[src/status_control_config_map_cfg.svh]
// constants for the register map decoder: word indices, field positions, codes
// assumes inclusion by bare name from every file that decodes the table
`ifndef STATUS_CONTROL_CONFIG_MAP_MAP_CFG_SVH
`define STATUS_CONTROL_CONFIG_MAP_MAP_CFG_SVH

// parameter word indices and table size
`define STATUS_CONTROL_CONFIG_MAP_IDX_VOL       2'h0
`define STATUS_CONTROL_CONFIG_MAP_IDX_NVOL      2'h1
`define STATUS_CONTROL_CONFIG_MAP_IDX_CMD       2'h2
`define STATUS_CONTROL_CONFIG_MAP_IDX_PERR      2'h3
`define STATUS_CONTROL_CONFIG_MAP_NUM_WORDS     4
`define STATUS_CONTROL_CONFIG_MAP_LAST_IDX      2'h3

// third word: generic register command info
`define STATUS_CONTROL_CONFIG_MAP_RD_SUP        31
`define STATUS_CONTROL_CONFIG_MAP_WR_SUP        30
`define STATUS_CONTROL_CONFIG_MAP_CALEN_HI      29
`define STATUS_CONTROL_CONFIG_MAP_CALEN_LO      28
`define STATUS_CONTROL_CONFIG_MAP_VDUM_HI       27
`define STATUS_CONTROL_CONFIG_MAP_VDUM_LO       23
`define STATUS_CONTROL_CONFIG_MAP_NDUM_HI       22
`define STATUS_CONTROL_CONFIG_MAP_NDUM_LO       18
`define STATUS_CONTROL_CONFIG_MAP_BUSY_SUP      17
`define STATUS_CONTROL_CONFIG_MAP_BUSY_POL      16
`define STATUS_CONTROL_CONFIG_MAP_BUSY_LOC      15
`define STATUS_CONTROL_CONFIG_MAP_BUSY_POS_HI   14
`define STATUS_CONTROL_CONFIG_MAP_BUSY_POS_LO   11
`define STATUS_CONTROL_CONFIG_MAP_BUSY_ADR_HI   10
`define STATUS_CONTROL_CONFIG_MAP_BUSY_ADR_LO   3
`define STATUS_CONTROL_CONFIG_MAP_CMD_RSV_HI    2

// fourth word: program error locator
`define STATUS_CONTROL_CONFIG_MAP_PE_SUP        31
`define STATUS_CONTROL_CONFIG_MAP_PE_POL        30
`define STATUS_CONTROL_CONFIG_MAP_PE_LOC        29
`define STATUS_CONTROL_CONFIG_MAP_PE_SHR        28
`define STATUS_CONTROL_CONFIG_MAP_PE_POS_HI     27
`define STATUS_CONTROL_CONFIG_MAP_PE_POS_LO     24
`define STATUS_CONTROL_CONFIG_MAP_PE_ADR_HI     23
`define STATUS_CONTROL_CONFIG_MAP_PE_ADR_LO     16
`define STATUS_CONTROL_CONFIG_MAP_PERR_RSV_HI   15

// codes
`define STATUS_CONTROL_CONFIG_MAP_CALEN_6B      2'h0
`define STATUS_CONTROL_CONFIG_MAP_ZERO32        32'h0000_0000

`endif

[src/status_control_config_map_pkg.sv]
// types shared by the register map decoder, the host model and the bench
// assumes status_control_config_map_cfg.svh is compiled alongside
package status_control_config_map_pkg;

    // loader state, one-hot
    typedef enum logic [1:0]
    {
        ST_LOAD  = 2'b01,
        ST_READY = 2'b10
    } load_state_t;

    // decoded fields of the third and fourth words
    typedef struct packed
    {
        logic       rd_sup;
        logic       wr_sup;
        logic [1:0] ca_len;
        logic       ca_usable;
        logic [4:0] vol_dummy;
        logic [4:0] nvol_dummy;
        logic       busy_sup;
        logic       busy_pol;
        logic       busy_byte1;
        logic [3:0] busy_pos;
        logic [7:0] busy_addr;
        logic       pe_sup;
        logic       pe_pol;
        logic       pe_byte1;
        logic       pe_shared;
        logic [3:0] pe_pos;
        logic [7:0] pe_addr;
    } status_control_config_map_fields_t;

    // a word read request
    typedef struct packed
    {
        logic       valid;
        logic [1:0] idx;
    } word_req_t;

endpackage

[src/status_control_config_map_word_mem.sv]
// small table memory: one write port, one read port with registered data
// assumes a single clock and a synchronous active-low reset
`timescale 1ns/10ps
module status_control_config_map_word_mem
#(
    parameter int WIDTH = 32,
    parameter int DEPTH = 4,
    parameter int AW    = 2
)
(
    // clock and reset
    input  wire logic             clk_i,
    input  wire logic             rst_n_i,
    // write side
    input  wire logic             wr_en_i,
    input  wire logic [AW-1:0]    wr_addr_i,
    input  wire logic [WIDTH-1:0] wr_data_i,
    // read side
    input  wire logic             rd_en_i,
    input  wire logic [AW-1:0]    rd_addr_i,
    output logic      [WIDTH-1:0] rd_data_o
);

    logic [WIDTH-1:0] mem_reg [DEPTH];

    // storage has no reset; the loader fills every word before reads open
    always_ff @(posedge clk_i)
    begin
        if (wr_en_i)
        begin
            mem_reg[wr_addr_i] <= wr_data_i;
        end
    end

    // read data registered so the output never glitches
    always_ff @(posedge clk_i)
    begin
        if (!rst_n_i)
        begin
            rd_data_o <= '0;
        end
        else if (rd_en_i)
        begin
            rd_data_o <= mem_reg[rd_addr_i];
        end
    end

endmodule

[src/status_reg_map_decoder.sv]
// register map decoder: serves the four parameter words and decodes them
// assumes one clock, synchronous reset, requests from logic on the same clock
`timescale 1ns/10ps
`include "status_control_config_map_cfg.svh"
module status_reg_map_decoder
    import status_control_config_map_pkg::*;
#(
    parameter logic [31:0] VOL_BASE   = 32'h0000_0000,
    parameter logic [31:0] NVOL_BASE  = 32'h0000_1000,
    parameter logic        RD_SUP     = 1'b1,
    parameter logic        WR_SUP     = 1'b1,
    parameter logic [4:0]  VOL_DUMMY  = 5'h04,
    parameter logic [4:0]  NVOL_DUMMY = 5'h08,
    parameter logic        BUSY_SUP   = 1'b1,
    parameter logic        BUSY_POL   = 1'b0,
    parameter logic        BUSY_BYTE1 = 1'b0,
    parameter logic [3:0]  BUSY_POS   = 4'h0,
    parameter logic [7:0]  BUSY_ADDR  = 8'h00,
    parameter logic        PE_SUP     = 1'b1,
    parameter logic        PE_POL     = 1'b0,
    parameter logic        PE_BYTE1   = 1'b0,
    parameter logic        PE_SHARED  = 1'b0,
    parameter logic [3:0]  PE_POS     = 4'h5,
    parameter logic [7:0]  PE_ADDR    = 8'h00
)
(
    // clock and reset
    input  wire logic         clk_i,
    input  wire logic         rst_n_i,
    // parameter word reads
    input  wire word_req_t    rd_req_i,
    output logic              rd_ready_o,
    output logic              rd_valid_o,
    output logic [31:0]       rd_data_o,
    // decoded table
    output status_control_config_map_fields_t      fields_o,
    output logic [31:0]       busy_phys_addr_o,
    output logic [31:0]       perr_phys_addr_o,
    // status word interpretation
    input  wire logic         busy_word_valid_i,
    input  wire logic [15:0]  busy_word_i,
    input  wire logic         perr_word_valid_i,
    input  wire logic [15:0]  perr_word_i,
    output logic              write_busy_flag_o,
    output logic              prog_fail_o,
    output logic              stat_done_o
);

    load_state_t  state_reg;
    logic [1:0]   load_idx_reg;
    logic         mem_wr;
    logic [31:0]  mem_wdata;
    logic         rd_take;

    // compose one parameter word from the configuration
    function automatic logic [31:0] build_word(input logic [1:0] idx);
        logic [31:0] w;
        w = `STATUS_CONTROL_CONFIG_MAP_ZERO32;
        unique case (idx)
            `STATUS_CONTROL_CONFIG_MAP_IDX_VOL:  w = VOL_BASE;
            `STATUS_CONTROL_CONFIG_MAP_IDX_NVOL: w = NVOL_BASE;
            `STATUS_CONTROL_CONFIG_MAP_IDX_CMD:
            begin
                w[`STATUS_CONTROL_CONFIG_MAP_RD_SUP]                        = RD_SUP;
                w[`STATUS_CONTROL_CONFIG_MAP_WR_SUP]                        = WR_SUP;
                w[`STATUS_CONTROL_CONFIG_MAP_CALEN_HI:`STATUS_CONTROL_CONFIG_MAP_CALEN_LO]       = `STATUS_CONTROL_CONFIG_MAP_CALEN_6B;
                w[`STATUS_CONTROL_CONFIG_MAP_VDUM_HI:`STATUS_CONTROL_CONFIG_MAP_VDUM_LO]         = VOL_DUMMY;
                w[`STATUS_CONTROL_CONFIG_MAP_NDUM_HI:`STATUS_CONTROL_CONFIG_MAP_NDUM_LO]         = NVOL_DUMMY;
                w[`STATUS_CONTROL_CONFIG_MAP_BUSY_SUP]                      = BUSY_SUP;
                w[`STATUS_CONTROL_CONFIG_MAP_BUSY_POL]                      = BUSY_POL;
                w[`STATUS_CONTROL_CONFIG_MAP_BUSY_LOC]                      = BUSY_BYTE1;
                w[`STATUS_CONTROL_CONFIG_MAP_BUSY_POS_HI:`STATUS_CONTROL_CONFIG_MAP_BUSY_POS_LO] = BUSY_POS;
                w[`STATUS_CONTROL_CONFIG_MAP_BUSY_ADR_HI:`STATUS_CONTROL_CONFIG_MAP_BUSY_ADR_LO] = BUSY_ADDR;
            end
            `STATUS_CONTROL_CONFIG_MAP_IDX_PERR:
            begin
                w[`STATUS_CONTROL_CONFIG_MAP_PE_SUP]                        = PE_SUP;
                w[`STATUS_CONTROL_CONFIG_MAP_PE_POL]                        = PE_POL;
                w[`STATUS_CONTROL_CONFIG_MAP_PE_LOC]                        = PE_BYTE1;
                w[`STATUS_CONTROL_CONFIG_MAP_PE_SHR]                        = PE_SHARED;
                w[`STATUS_CONTROL_CONFIG_MAP_PE_POS_HI:`STATUS_CONTROL_CONFIG_MAP_PE_POS_LO]     = PE_POS;
                w[`STATUS_CONTROL_CONFIG_MAP_PE_ADR_HI:`STATUS_CONTROL_CONFIG_MAP_PE_ADR_LO]     = PE_ADDR;
            end
        endcase
        return w;   // unset bits, the reserved fields among them, stay zero
    endfunction

    // split the third and fourth words into named fields
    function automatic status_control_config_map_fields_t decode(input logic [31:0] c, input logic [31:0] p);
        status_control_config_map_fields_t f;
        f.rd_sup     = c[`STATUS_CONTROL_CONFIG_MAP_RD_SUP];
        f.wr_sup     = c[`STATUS_CONTROL_CONFIG_MAP_WR_SUP];
        f.ca_len     = c[`STATUS_CONTROL_CONFIG_MAP_CALEN_HI:`STATUS_CONTROL_CONFIG_MAP_CALEN_LO];
        f.ca_usable  = (c[`STATUS_CONTROL_CONFIG_MAP_CALEN_HI:`STATUS_CONTROL_CONFIG_MAP_CALEN_LO] == `STATUS_CONTROL_CONFIG_MAP_CALEN_6B);
        f.vol_dummy  = c[`STATUS_CONTROL_CONFIG_MAP_VDUM_HI:`STATUS_CONTROL_CONFIG_MAP_VDUM_LO];
        f.nvol_dummy = c[`STATUS_CONTROL_CONFIG_MAP_NDUM_HI:`STATUS_CONTROL_CONFIG_MAP_NDUM_LO];
        f.busy_sup   = c[`STATUS_CONTROL_CONFIG_MAP_BUSY_SUP];
        f.busy_pol   = c[`STATUS_CONTROL_CONFIG_MAP_BUSY_POL];
        f.busy_byte1 = c[`STATUS_CONTROL_CONFIG_MAP_BUSY_LOC];
        f.busy_pos   = c[`STATUS_CONTROL_CONFIG_MAP_BUSY_POS_HI:`STATUS_CONTROL_CONFIG_MAP_BUSY_POS_LO];
        f.busy_addr  = c[`STATUS_CONTROL_CONFIG_MAP_BUSY_ADR_HI:`STATUS_CONTROL_CONFIG_MAP_BUSY_ADR_LO];
        f.pe_sup     = p[`STATUS_CONTROL_CONFIG_MAP_PE_SUP];
        f.pe_pol     = p[`STATUS_CONTROL_CONFIG_MAP_PE_POL];
        f.pe_byte1   = p[`STATUS_CONTROL_CONFIG_MAP_PE_LOC];
        f.pe_shared  = p[`STATUS_CONTROL_CONFIG_MAP_PE_SHR];
        f.pe_pos     = p[`STATUS_CONTROL_CONFIG_MAP_PE_POS_HI:`STATUS_CONTROL_CONFIG_MAP_PE_POS_LO];
        f.pe_addr    = p[`STATUS_CONTROL_CONFIG_MAP_PE_ADR_HI:`STATUS_CONTROL_CONFIG_MAP_PE_ADR_LO];
        return f;
    endfunction

    // base plus local address, local placed in the last byte or in byte 1
    function automatic logic [31:0] phys_addr(input logic [31:0] base,
                                              input logic [7:0]  loc,
                                              input logic        byte1);
        return byte1 ? base + {16'h0000, loc, 8'h00} : base + {24'h00_0000, loc};
    endfunction

    // pick a flag from a status word; an absent flag always reads inactive
    function automatic logic flag_active(input logic [15:0] word,
                                         input logic [3:0]  pos,
                                         input logic        pol,
                                         input logic        sup);
        return sup & (word[pos] ^ pol);
    endfunction

    // loader: writes the four words after reset, then opens reads
    always_ff @(posedge clk_i)
    begin
        if (!rst_n_i)
        begin
            state_reg    <= ST_LOAD;
            load_idx_reg <= `STATUS_CONTROL_CONFIG_MAP_IDX_VOL;
        end
        else
        begin
            unique case (state_reg)
                ST_LOAD:
                begin
                    load_idx_reg <= load_idx_reg + 2'h1;
                    if (load_idx_reg == `STATUS_CONTROL_CONFIG_MAP_LAST_IDX)
                    begin
                        state_reg <= ST_READY;
                    end
                end
                ST_READY: state_reg <= ST_READY;
                default:  state_reg <= ST_LOAD;   // recover from a corrupted code
            endcase
        end
    end

    assign mem_wr     = (state_reg == ST_LOAD);
    assign mem_wdata  = build_word(load_idx_reg);
    assign rd_ready_o = (state_reg == ST_READY);
    assign rd_take    = rd_req_i.valid & rd_ready_o;

    status_control_config_map_word_mem
    #(
        .WIDTH (32),
        .DEPTH (`STATUS_CONTROL_CONFIG_MAP_NUM_WORDS),
        .AW    (2)
    )
    u_table
    (
        .clk_i     (clk_i),
        .rst_n_i   (rst_n_i),
        .wr_en_i   (mem_wr),
        .wr_addr_i (load_idx_reg),
        .wr_data_i (mem_wdata),
        .rd_en_i   (rd_take),
        .rd_addr_i (rd_req_i.idx),
        .rd_data_o (rd_data_o)
    );

    // answer strobe one cycle after a taken read
    always_ff @(posedge clk_i)
    begin
        if (!rst_n_i)
        begin
            rd_valid_o <= 1'b0;
        end
        else
        begin
            rd_valid_o <= rd_take;
        end
    end

    // decoded fields and physical addresses, latched as the last word loads
    always_ff @(posedge clk_i)
    begin
        if (!rst_n_i)
        begin
            fields_o         <= '0;
            busy_phys_addr_o <= `STATUS_CONTROL_CONFIG_MAP_ZERO32;
            perr_phys_addr_o <= `STATUS_CONTROL_CONFIG_MAP_ZERO32;
        end
        else if (mem_wr && load_idx_reg == `STATUS_CONTROL_CONFIG_MAP_LAST_IDX)
        begin
            fields_o         <= decode(build_word(`STATUS_CONTROL_CONFIG_MAP_IDX_CMD), build_word(`STATUS_CONTROL_CONFIG_MAP_IDX_PERR));
            // status flags live in the volatile block
            busy_phys_addr_o <= phys_addr(VOL_BASE, BUSY_ADDR, BUSY_BYTE1);
            perr_phys_addr_o <= phys_addr(VOL_BASE, PE_ADDR, PE_BYTE1);
        end
    end

    // interpret status words read back from the memory
    always_ff @(posedge clk_i)
    begin
        if (!rst_n_i)
        begin
            write_busy_flag_o <= 1'b0;
            prog_fail_o       <= 1'b0;
            stat_done_o       <= 1'b0;
        end
        else
        begin
            stat_done_o <= rd_ready_o & (busy_word_valid_i | perr_word_valid_i);
            if (rd_ready_o && busy_word_valid_i)
            begin
                write_busy_flag_o <= flag_active(busy_word_i, fields_o.busy_pos,
                                                 fields_o.busy_pol, fields_o.busy_sup);
            end
            if (rd_ready_o && perr_word_valid_i)
            begin
                prog_fail_o <= flag_active(perr_word_i, fields_o.pe_pos,
                                           fields_o.pe_pol, fields_o.pe_sup);
            end
        end
    end

    // checks
    property p_vol_word;
        @(posedge clk_i) disable iff (!rst_n_i)
        rd_take && rd_req_i.idx == `STATUS_CONTROL_CONFIG_MAP_IDX_VOL |=> rd_valid_o && rd_data_o == VOL_BASE;
    endproperty
    a_vol_word: assert property (p_vol_word) else $error("volatile base word wrong");

    property p_nvol_word;
        @(posedge clk_i) disable iff (!rst_n_i)
        rd_take && rd_req_i.idx == `STATUS_CONTROL_CONFIG_MAP_IDX_NVOL |=> rd_data_o == NVOL_BASE;
    endproperty
    a_nvol_word: assert property (p_nvol_word) else $error("non-volatile base wrong");

    property p_cmd_flags;
        @(posedge clk_i) disable iff (!rst_n_i)
        rd_take && rd_req_i.idx == `STATUS_CONTROL_CONFIG_MAP_IDX_CMD |=>
            rd_data_o[`STATUS_CONTROL_CONFIG_MAP_RD_SUP] == RD_SUP && rd_data_o[`STATUS_CONTROL_CONFIG_MAP_WR_SUP] == WR_SUP
            && rd_data_o[`STATUS_CONTROL_CONFIG_MAP_BUSY_SUP] == BUSY_SUP;
    endproperty
    a_cmd_flags: assert property (p_cmd_flags) else $error("command support bits wrong");

    property p_calen;
        @(posedge clk_i) disable iff (!rst_n_i)
        rd_ready_o |-> fields_o.ca_len == `STATUS_CONTROL_CONFIG_MAP_CALEN_6B && fields_o.ca_usable;
    endproperty
    a_calen: assert property (p_calen) else $error("command-address length not six bytes");

    property p_dummy;
        @(posedge clk_i) disable iff (!rst_n_i)
        rd_take && rd_req_i.idx == `STATUS_CONTROL_CONFIG_MAP_IDX_CMD |=>
            rd_data_o[`STATUS_CONTROL_CONFIG_MAP_VDUM_HI:`STATUS_CONTROL_CONFIG_MAP_VDUM_LO] == fields_o.vol_dummy
            && fields_o.nvol_dummy == NVOL_DUMMY && fields_o.vol_dummy == VOL_DUMMY;
    endproperty
    a_dummy: assert property (p_dummy) else $error("dummy cycle counts wrong");

    property p_busy_decode;
        @(posedge clk_i) disable iff (!rst_n_i)
        rd_ready_o && busy_word_valid_i |=> stat_done_o && write_busy_flag_o ==
            (BUSY_SUP && ($past(busy_word_i[BUSY_POS]) != BUSY_POL));
    endproperty
    a_busy_decode: assert property (p_busy_decode) else $error("busy flag decode wrong");

    property p_busy_addr;
        @(posedge clk_i) disable iff (!rst_n_i)
        rd_ready_o |-> busy_phys_addr_o == (BUSY_BYTE1 ? VOL_BASE + {16'h0000, BUSY_ADDR, 8'h00}
                                                       : VOL_BASE + {24'h00_0000, BUSY_ADDR})
                       && fields_o.busy_addr == BUSY_ADDR && fields_o.busy_pos == BUSY_POS;
    endproperty
    a_busy_addr: assert property (p_busy_addr) else $error("busy register address wrong");

    property p_reserved;
        @(posedge clk_i) disable iff (!rst_n_i)
        rd_take && (rd_req_i.idx == `STATUS_CONTROL_CONFIG_MAP_IDX_CMD || rd_req_i.idx == `STATUS_CONTROL_CONFIG_MAP_IDX_PERR) |=>
            ($past(rd_req_i.idx) == `STATUS_CONTROL_CONFIG_MAP_IDX_CMD) ? rd_data_o[`STATUS_CONTROL_CONFIG_MAP_CMD_RSV_HI:0] == 3'h0
                                            : rd_data_o[`STATUS_CONTROL_CONFIG_MAP_PERR_RSV_HI:0] == 16'h0000;
    endproperty
    a_reserved: assert property (p_reserved) else $error("reserved bits not zero");

    property p_perr_word;
        @(posedge clk_i) disable iff (!rst_n_i)
        rd_take && rd_req_i.idx == `STATUS_CONTROL_CONFIG_MAP_IDX_PERR |=>
            rd_data_o[`STATUS_CONTROL_CONFIG_MAP_PE_SUP] == PE_SUP && rd_data_o[`STATUS_CONTROL_CONFIG_MAP_PE_SHR] == PE_SHARED
            && rd_data_o[`STATUS_CONTROL_CONFIG_MAP_PE_ADR_HI:`STATUS_CONTROL_CONFIG_MAP_PE_ADR_LO] == PE_ADDR
            && rd_data_o[`STATUS_CONTROL_CONFIG_MAP_PE_POS_HI:`STATUS_CONTROL_CONFIG_MAP_PE_POS_LO] == PE_POS;
    endproperty
    a_perr_word: assert property (p_perr_word) else $error("program error word wrong");

    property p_perr_decode;
        @(posedge clk_i) disable iff (!rst_n_i)
        rd_ready_o && perr_word_valid_i |=> prog_fail_o ==
            (PE_SUP && ($past(perr_word_i[PE_POS]) != PE_POL));
    endproperty
    a_perr_decode: assert property (p_perr_decode) else $error("program error decode wrong");

endmodule

[config.mk]
export PLATFORM = sky130hd
export DESIGN_NAME = status_reg_map_decoder
export DESIGN_NICKNAME = d
export VERILOG_FILES = /design/src/status_control_config_map_pkg.sv /design/src/status_control_config_map_word_mem.sv /design/src/status_reg_map_decoder.sv
export VERILOG_INCLUDE_DIRS = /design/src
export SDC_FILE = /design/constraint.sdc
export NUM_CORES = 1
export LEC_CHECK = 0
export BUFFER_PORTS_ARGS = -buffer_cell sky130_fd_sc_hd__buf_2
export CAP_MARGIN = 0
export CORE_MARGIN = 8
export CORE_UTILIZATION = 41
export DETAILED_ROUTE_END_ITERATION = 8
export GPL_ROUTABILITY_DRIVEN = 0
export PLACE_DENSITY = 0.85
export SLEW_MARGIN = 20
export SYNTH_ARGS = -nofsm -noshare
export SYNTH_HDL_FRONTEND = slang
export SYNTH_SLANG_ARGS = --single-unit
[constraint.sdc]
create_clock -name clk_i -period 1.9 [get_ports clk_i]
set_input_delay 0 -clock clk_i [delete_from_list [all_inputs] [get_ports clk_i]]
set_output_delay 0 -clock clk_i [all_outputs]
set_load 0.1 [all_outputs]
==> results of run 1 <==
==> layout by cell type, fill, tap and decap left out, drive strengths merged <==
| cell | n |
|---|---|
| and3 | 1 |
| clkinv | 1 |
| o211a | 1 |
| inv | 4 |
| edfxtp | 16 |
| nand4b | 1 |
| or2 | 1 |
| conb | 125 |
| o221ai | 4 |
| nand2 | 5 |
| clkbuf | 7 |
| dfxtp | 13 |
| o21a | 2 |
| buf | 30 |
| ha | 8 |
| mux2i | 9 |
| nand4 | 3 |
| nand3 | 4 |
| nor2b | 1 |
| a21boi | 3 |
| nand2b | 1 |
| o21ai | 1 |
| xor2 | 1 |
| and2 | 5 |
==> worst min-delay path by stage <==
stage,endpoint,cells after the start,start
final,stat_done_o,2,perr_word_valid_i
after global routing,stat_done_o,2,perr_word_valid_i
after CTS,stat_done_o,2,perr_word_valid_i
after detailed placement,write_busy_flag_o,3,busy_word_i[0]
after global placement,stat_done_o,2,perr_word_valid_i
after floorplan,stat_done_o,1,perr_word_valid_i
==> worst max-delay path, stage by stage (launching register included) <==
cell and delay [ns]:
dfxtp_1 0.32, inv_1 0.10, ha_1 0.33, nand4b_1 0.25, o221ai_1 0.24
==> cells in the mapped netlist <==
cell	n
o21a_1	2
o21ai_1	1
o221ai_1	4
a21boi_2	1
inv_1	4
dfxtp_1	13
nand2b_2	1
nand2_1	5
buf_2	1
and2_1	5
nand4_1	2
and3_1	1
mux2i_1	9
edfxtp_1	16
o211a_1	1
nand4_2	1
nand3_1	4
nor2b_1	1
buf_4	139
nand4b_1	1
ha_1	8
xor2_1	1
a21boi_1	2
conb_1	1
or2_2	1
==> per-layer routing <==
| layer | wire, um | part of all wire, % | up-vias | track usage [%] |
|---|---|---|---|---|
| met3 | 628 | 18 | 9 | 6.65 |
| met1 | 785 | 22 | 491 | 4.26 |
| li1 | - | - | 508 | - |
| met5 | 0 | 0 | - | 0 |
| met2 | 2070 | 58 | 79 | 16.3 |
| met4 | 82 | 2.3 | 0 | 4.80 |
==> per-stage QoR <==
| step | instance area (um^2) | total power [mW] |
|---|---|---|
| 2_1_floorplan | 2700 | 2.92 |
| 3_3_place_gp | 1890 | 2.79 |
| 3_5_place_dp | 1890 | 2.83 |
| 4_1_cts | 1970 | 3.30 |
| 5_1_grt | 1970 | 3.42 |
| 6_report | 1970 | 3.29 |
==> cell type report <==
cell class,count,share of cell area (%)
Multi-Input combinational cell,176,45.3
Sequential cell,29,37.7
Timing Repair Buffer,30,7.63
Tap cell,72,4.58
Clock buffer,7,3.88
Inverter,4,0.763
Clock inverter,1,0.191
==> power by group through the flow <==
| stage | clock (mW) | combinational, mW | sequential, mW |
|---|---|---|---|
| 2_1_floorplan | 0 | 1.89 | 1.03 |
| 3_3_place_gp | 0 | 1.83 | 0.961 |
| 3_5_place_dp | 0 | 1.86 | 0.969 |
| 4_1_cts | 0.475 | 1.87 | 0.959 |
| 5_1_grt | 0.492 | 1.96 | 0.975 |
| 6_report | 0.463 | 1.87 | 0.956 |
==> cells by family after synthesis <==
kind of cell	Yosys count	synth area share (%)
xor+xnor	1	0.393
simple gates	22	5.89
mux	9	4.04
other cells	1	0.168
compound gates	11	4.10
fa+ha+maj	8	4.49
flops	29	33.2
buf+inv	144	47.7
==> flow_metrics.py, run 1 <==
metrics = {
    "critical_path": {
        "cp-endpoint": "u_table.rd_data_o[12]",
        "cp-start-kind": "flop",
        "end_kind": "flop",
        "ff2ff_path_depth": 4,
        "worstPathRequired_ns": 2.09,
        "cp_data_arrival_time_ns": 1.51,
        "worstReg2RegEnd": "u_table.rd_data_o[12]",
        "crit_path_start": "state_reg[0]",
        "rrSetupSlack_ns": 0.58,
        "path_class": "flop to flop",
        "r2r-start": "state_reg[0]",
        "crit_fanout": 8,
    },
    "clock_tree": {
        "cts_root_buf": "clkbuf_8",
        "cts_tree": "built",
        "clock_path_buffers": 2,
        "postCtsResizedCells": 0,
        "htreeDepth": 2,
        "postCtsSetupBuffers": 0,
        "cts.sinks": 29,
        "path_clk_slew_ns": 0.06,
        "clk_latency_ns": 0.27,
        "hold_buffers": 0,
        "numCtsBuffers": 5,
    },
    "logic_synthesis": {
        "yosysTopAreaCellShare_pct": 46.8,
        "ys_ff_latch": 29,
        "syn_area_per_cell_um2": 9.91,
        "yosysWarnings": 0,
        "netlist-cell-type-count": 25,
        "yosysTopAreaCell": "buf_4",
        "synth_seq_area_share_pct": 33.2,
        "syn_area_mm2": 0.00223,
        "synthesis.instances": 225,
        "synth_area_leaders": "buf_4, edfxtp_1, dfxtp_1",
    },
    "routing": {
        "vias": 1087,
        "drc": 0,
        "avgViaCountPerCell": 3.41,
        "drt_pre_antenna_iters": 4,
        "antenna_left": 0,
        "drtIter0Drc": 10,
        "routed_wl_mm": 3.57,
        "routedWlPerCell_um": 11.2,
    },
    "pwr": {
        "intPower_mw": 1.34,
        "switchingPower_mw": 1.95,
        "swShare_pct": 59.3,
        "p_clk_share_pct": 14.1,
        "p_leak_nw": 1.07,
        "seq_power_share_pct": 29.1,
        "comb_power_share_pct": 56.8,
        "vdd_drop_max_uv": 816,
        "p_per_area_mw_per_mm2": 1670,
    },
    "sta": {
        "final-max-slew-violation-count": 0,
        "layout_min_cycle_time_ns": 1.32,
        "rsz0062_at_grt": "no",
        "fin_ws_ns": 0.580,
        "finalSetupViolCount": 0,
        "finalHoldViolations": 0,
        "fin_crit_sh_pct": 69.5,
        "tns_ns": 0,
        "hold-worst-slack_ns": 0.0131,
        "skew_ns": 0.00261,
        "fmax_mhz": 758,
    },
    "finish": {
        "diodes": 0,
        "largest_register_ffs": 16,
        "multi_input_area_um2": 891,
        "drive_gt1_share_pct": 15.8,
        "stdcell_count": 319,
        "post-route-util_pct": 36.6,
        "area_delta_synth_final_pct": -11.8,
        "final_nets": 293,
        "regArea_um2": 741,
        "n_fill_cell": 540,
    },
    "floorplan": {
        "row_count": 27,
        "coreArea_mm2": 0.00537,
        "die-area_mm2": 0.00805,
        "die_w_um": 89.7,
        "io_pins": 186,
        "fp.dieH_um": 89.7,
        "start_util_pct": 41.5,
    },
    "status": {
        "outcome": "finished clean",
    },
    "worst_hold_path": {
        "min_path_type": "primary input to flop",
    },
    "place": {
        "place_ws_ns": 0.569,
        "post-place-cells": 311,
        "port_buffers": 30,
        "dp.final_hpwl_mm": 3.08,
    },
    "global_routing": {
        "grt_max_degree": 15,
        "antenna_found_initial": 0,
        "grt-ovfl-total": 0,
        "grt_pass1_vias": 1160,
        "grt_util_all_layers_pct": 8.14,
        "grt_pass1_wl_mm": 5.48,
    },
    "flow_run": {
        "drv_cap": 0,
    },
}
(Power assumes the default switching activity.)
==> inputs of run 2 (changes only) <==
CORE_UTILIZATION = 39   (was 41)
PLACE_DENSITY = 0.81   (was 0.85)
clock period = 1.25 ns   (was 1.9 ns; I/O delays follow)
==> flow_metrics.py, run 2 (synthesized netlist as in run 1, its figures left out) <==
metrics = {
    "routing": {
        "vias": 1105,
        "drt_pre_antenna_iters": 4,
        "drtIter0Drc": 11,
        "avgViaCountPerCell": 3.38,
        "routedWlPerCell_um": 11.0,
        "antenna_left": 0,
        "drc": 0,
        "routed_wl_mm": 3.60,
    },
    "finish": {
        "largest_register_ffs": 16,
        "drive_gt1_share_pct": 22.0,
        "layout_common_cells": "conb_1, buf_2, edfxtp_1, mux2i_1, dfxtp_1",
        "multi_input_area_um2": 900,
        "final_nets": 301,
        "diodes": 0,
        "area_delta_synth_final_pct": -7.35,
        "n_fill_cell": 550,
        "regArea_um2": 748,
        "post-route-util_pct": 37.5,
        "layout_commonest_cell": "conb_1",
        "stdcell_count": 327,
    },
    "critical_path": {
        "cp-start-kind": "flop",
        "end_kind": "flop",
        "slowest_delay_ns": 0.36,
        "cp_num_buf_inv": 1,
        "rrSetupSlack_ns": 0.05,
        "path_class": "flop to flop",
        "crit_family": "flip-flops",
        "cp_slowest_cell": "dfxtp_4",
        "crit_fanout": 4,
        "ff2ff_path_depth": 3,
        "cp_data_arrival_time_ns": 1.21,
        "crit_chain": "inv_1, ha_1, or2_2",
        "r2r-start": "load_idx_reg[0]",
        "worstReg2RegEnd": "u_table.mem_reg[0][25]",
        "worstPathRequired_ns": 1.27,
    },
    "worst_hold_path": {
        "min_path_type": "primary input to flop",
        "holdPathStages": 2,
        "min_from": "rd_req_i[2]",
        "hold_path_end": "rd_valid_o",
    },
    "sta": {
        "layout_min_cycle_time_ns": 1.20,
        "tns_ns": 0,
        "finalHoldViolations": 0,
        "hold-worst-slack_ns": 0.00874,
        "skew_ns": 0.00813,
        "fmax_mhz": 837,
        "finalSetupViolCount": 0,
        "final-max-slew-violation-count": 0,
        "rsz0062_at_grt": "yes",
        "fin_crit_sh_pct": 95.6,
    },
    "clock_tree": {
        "clk_latency_ns": 0.28,
        "cts.sinks": 29,
        "numCtsBuffers": 5,
        "cts_tree": "built",
        "cts_root_buf": "clkbuf_8",
        "htreeDepth": 2,
        "clock_path_buffers": 2,
        "path_clk_slew_ns": 0.06,
    },
    "global_routing": {
        "grt_max_degree": 15,
        "grt_util_all_layers_pct": 7.71,
        "grt-ovfl-total": 0,
        "antenna_found_initial": 0,
        "grt_pass1_vias": 1110,
        "grt_pass1_wl_mm": 5.33,
    },
    "floorplan": {
        "start_util_pct": 40.5,
        "coreArea_mm2": 0.00551,
        "die_w_um": 91.6,
        "die-area_mm2": 0.00839,
        "fp.dieH_um": 91.6,
        "io_pins": 186,
        "row_count": 27,
    },
    "status": {
        "outcome": "finished clean",
    },
    "pwr": {
        "vdd_drop_max_uv": 1220,
        "p_leak_nw": 1.12,
        "p_per_area_mw_per_mm2": 2510,
    },
    "flow_run": {
        "drv_cap": 0,
    },
    "place": {
        "dp.final_hpwl_mm": 3.14,
        "port_buffers": 30,
        "post-place-cells": 317,
    },
}
==> run 2: repair_timing <==
| action | in CTS | in global routing |
|---|---|---|
| buffers inserted | 0 | 0 |
| endpoints found under the setup margin | 5 | 21 |
| gates cloned | 0 | 0 |
| hold buffers | 2 | 0 |
| pin swaps | 1 | 2 |
| gates resized for setup | 2 | 4 |
| hold endpoints to repair | 2 | 0 |
==> run 2: area by class of cell <==
type	count	share of cell area (%)
clock buffers	6	3.51
inverters	4	0.727
repair buffers	38	11.1
well taps	72	4.36
flip-flops and latches	29	36.2
clock inverters	2	0.485
multi-input cells	176	43.5
==> run 2: worst register-to-register path, stage by stage (launching register included) <==
cell and delay, ns:
dfxtp_4 0.36, inv_1 0.06, ha_1 0.21, or2_2 0.31
==> run 2: report_power, final <==
part	leakage, nW	internal (mW)	switching, mW
clock	0.0450	0.384	0.336
sequential	0.260	1.35	0.106
combinational	0.812	0.452	2.56
==> run 2: stage by stage <==
stage	power (mW)	setup slack (ns)	cell area (um^2)
global route	5.43	-0.0323	2070
floorplan	4.45	0.00907	2700
CTS	5.20	0.0267	2060
global placement	4.41	0.0230	1950
detailed placement	4.45	-0.00287	1950
finish	5.19	0.0546	2070
==> run 2: how the worst max path moves through the flow <==
stage / from / to / slack, ns / cells past startpoint
floorplan: u_table.rd_data_o[31] / u_table.rd_data_o[31] / 0.009 / 2
global placement: load_idx_reg[0] / u_table.mem_reg[1][25] / 0.02 / 3
detailed placement: load_idx_reg[0] / u_table.mem_reg[1][25] / -0.003 / 3
CTS: state_reg[1] / u_table.mem_reg[3][25] / 0.03 / 3
global route: state_reg[0] / u_table.rd_data_o[12] / -0.03 / 4
finish: load_idx_reg[0] / u_table.mem_reg[0][25] / 0.05 / 3
==> run 2: per-layer routing <==
| layer | track usage, % | routed length [um] | share of wire, % | up-vias |
|---|---|---|---|---|
| met5 | 0 | 0 | 0 | - |
| met4 | 3.00 | 42 | 1.2 | 0 |
| met3 | 5.22 | 601 | 17 | 5 |
| met2 | 16.4 | 2120 | 59 | 76 |
| met1 | 4.47 | 829 | 23 | 498 |
| li1 | - | - | - | 526 |
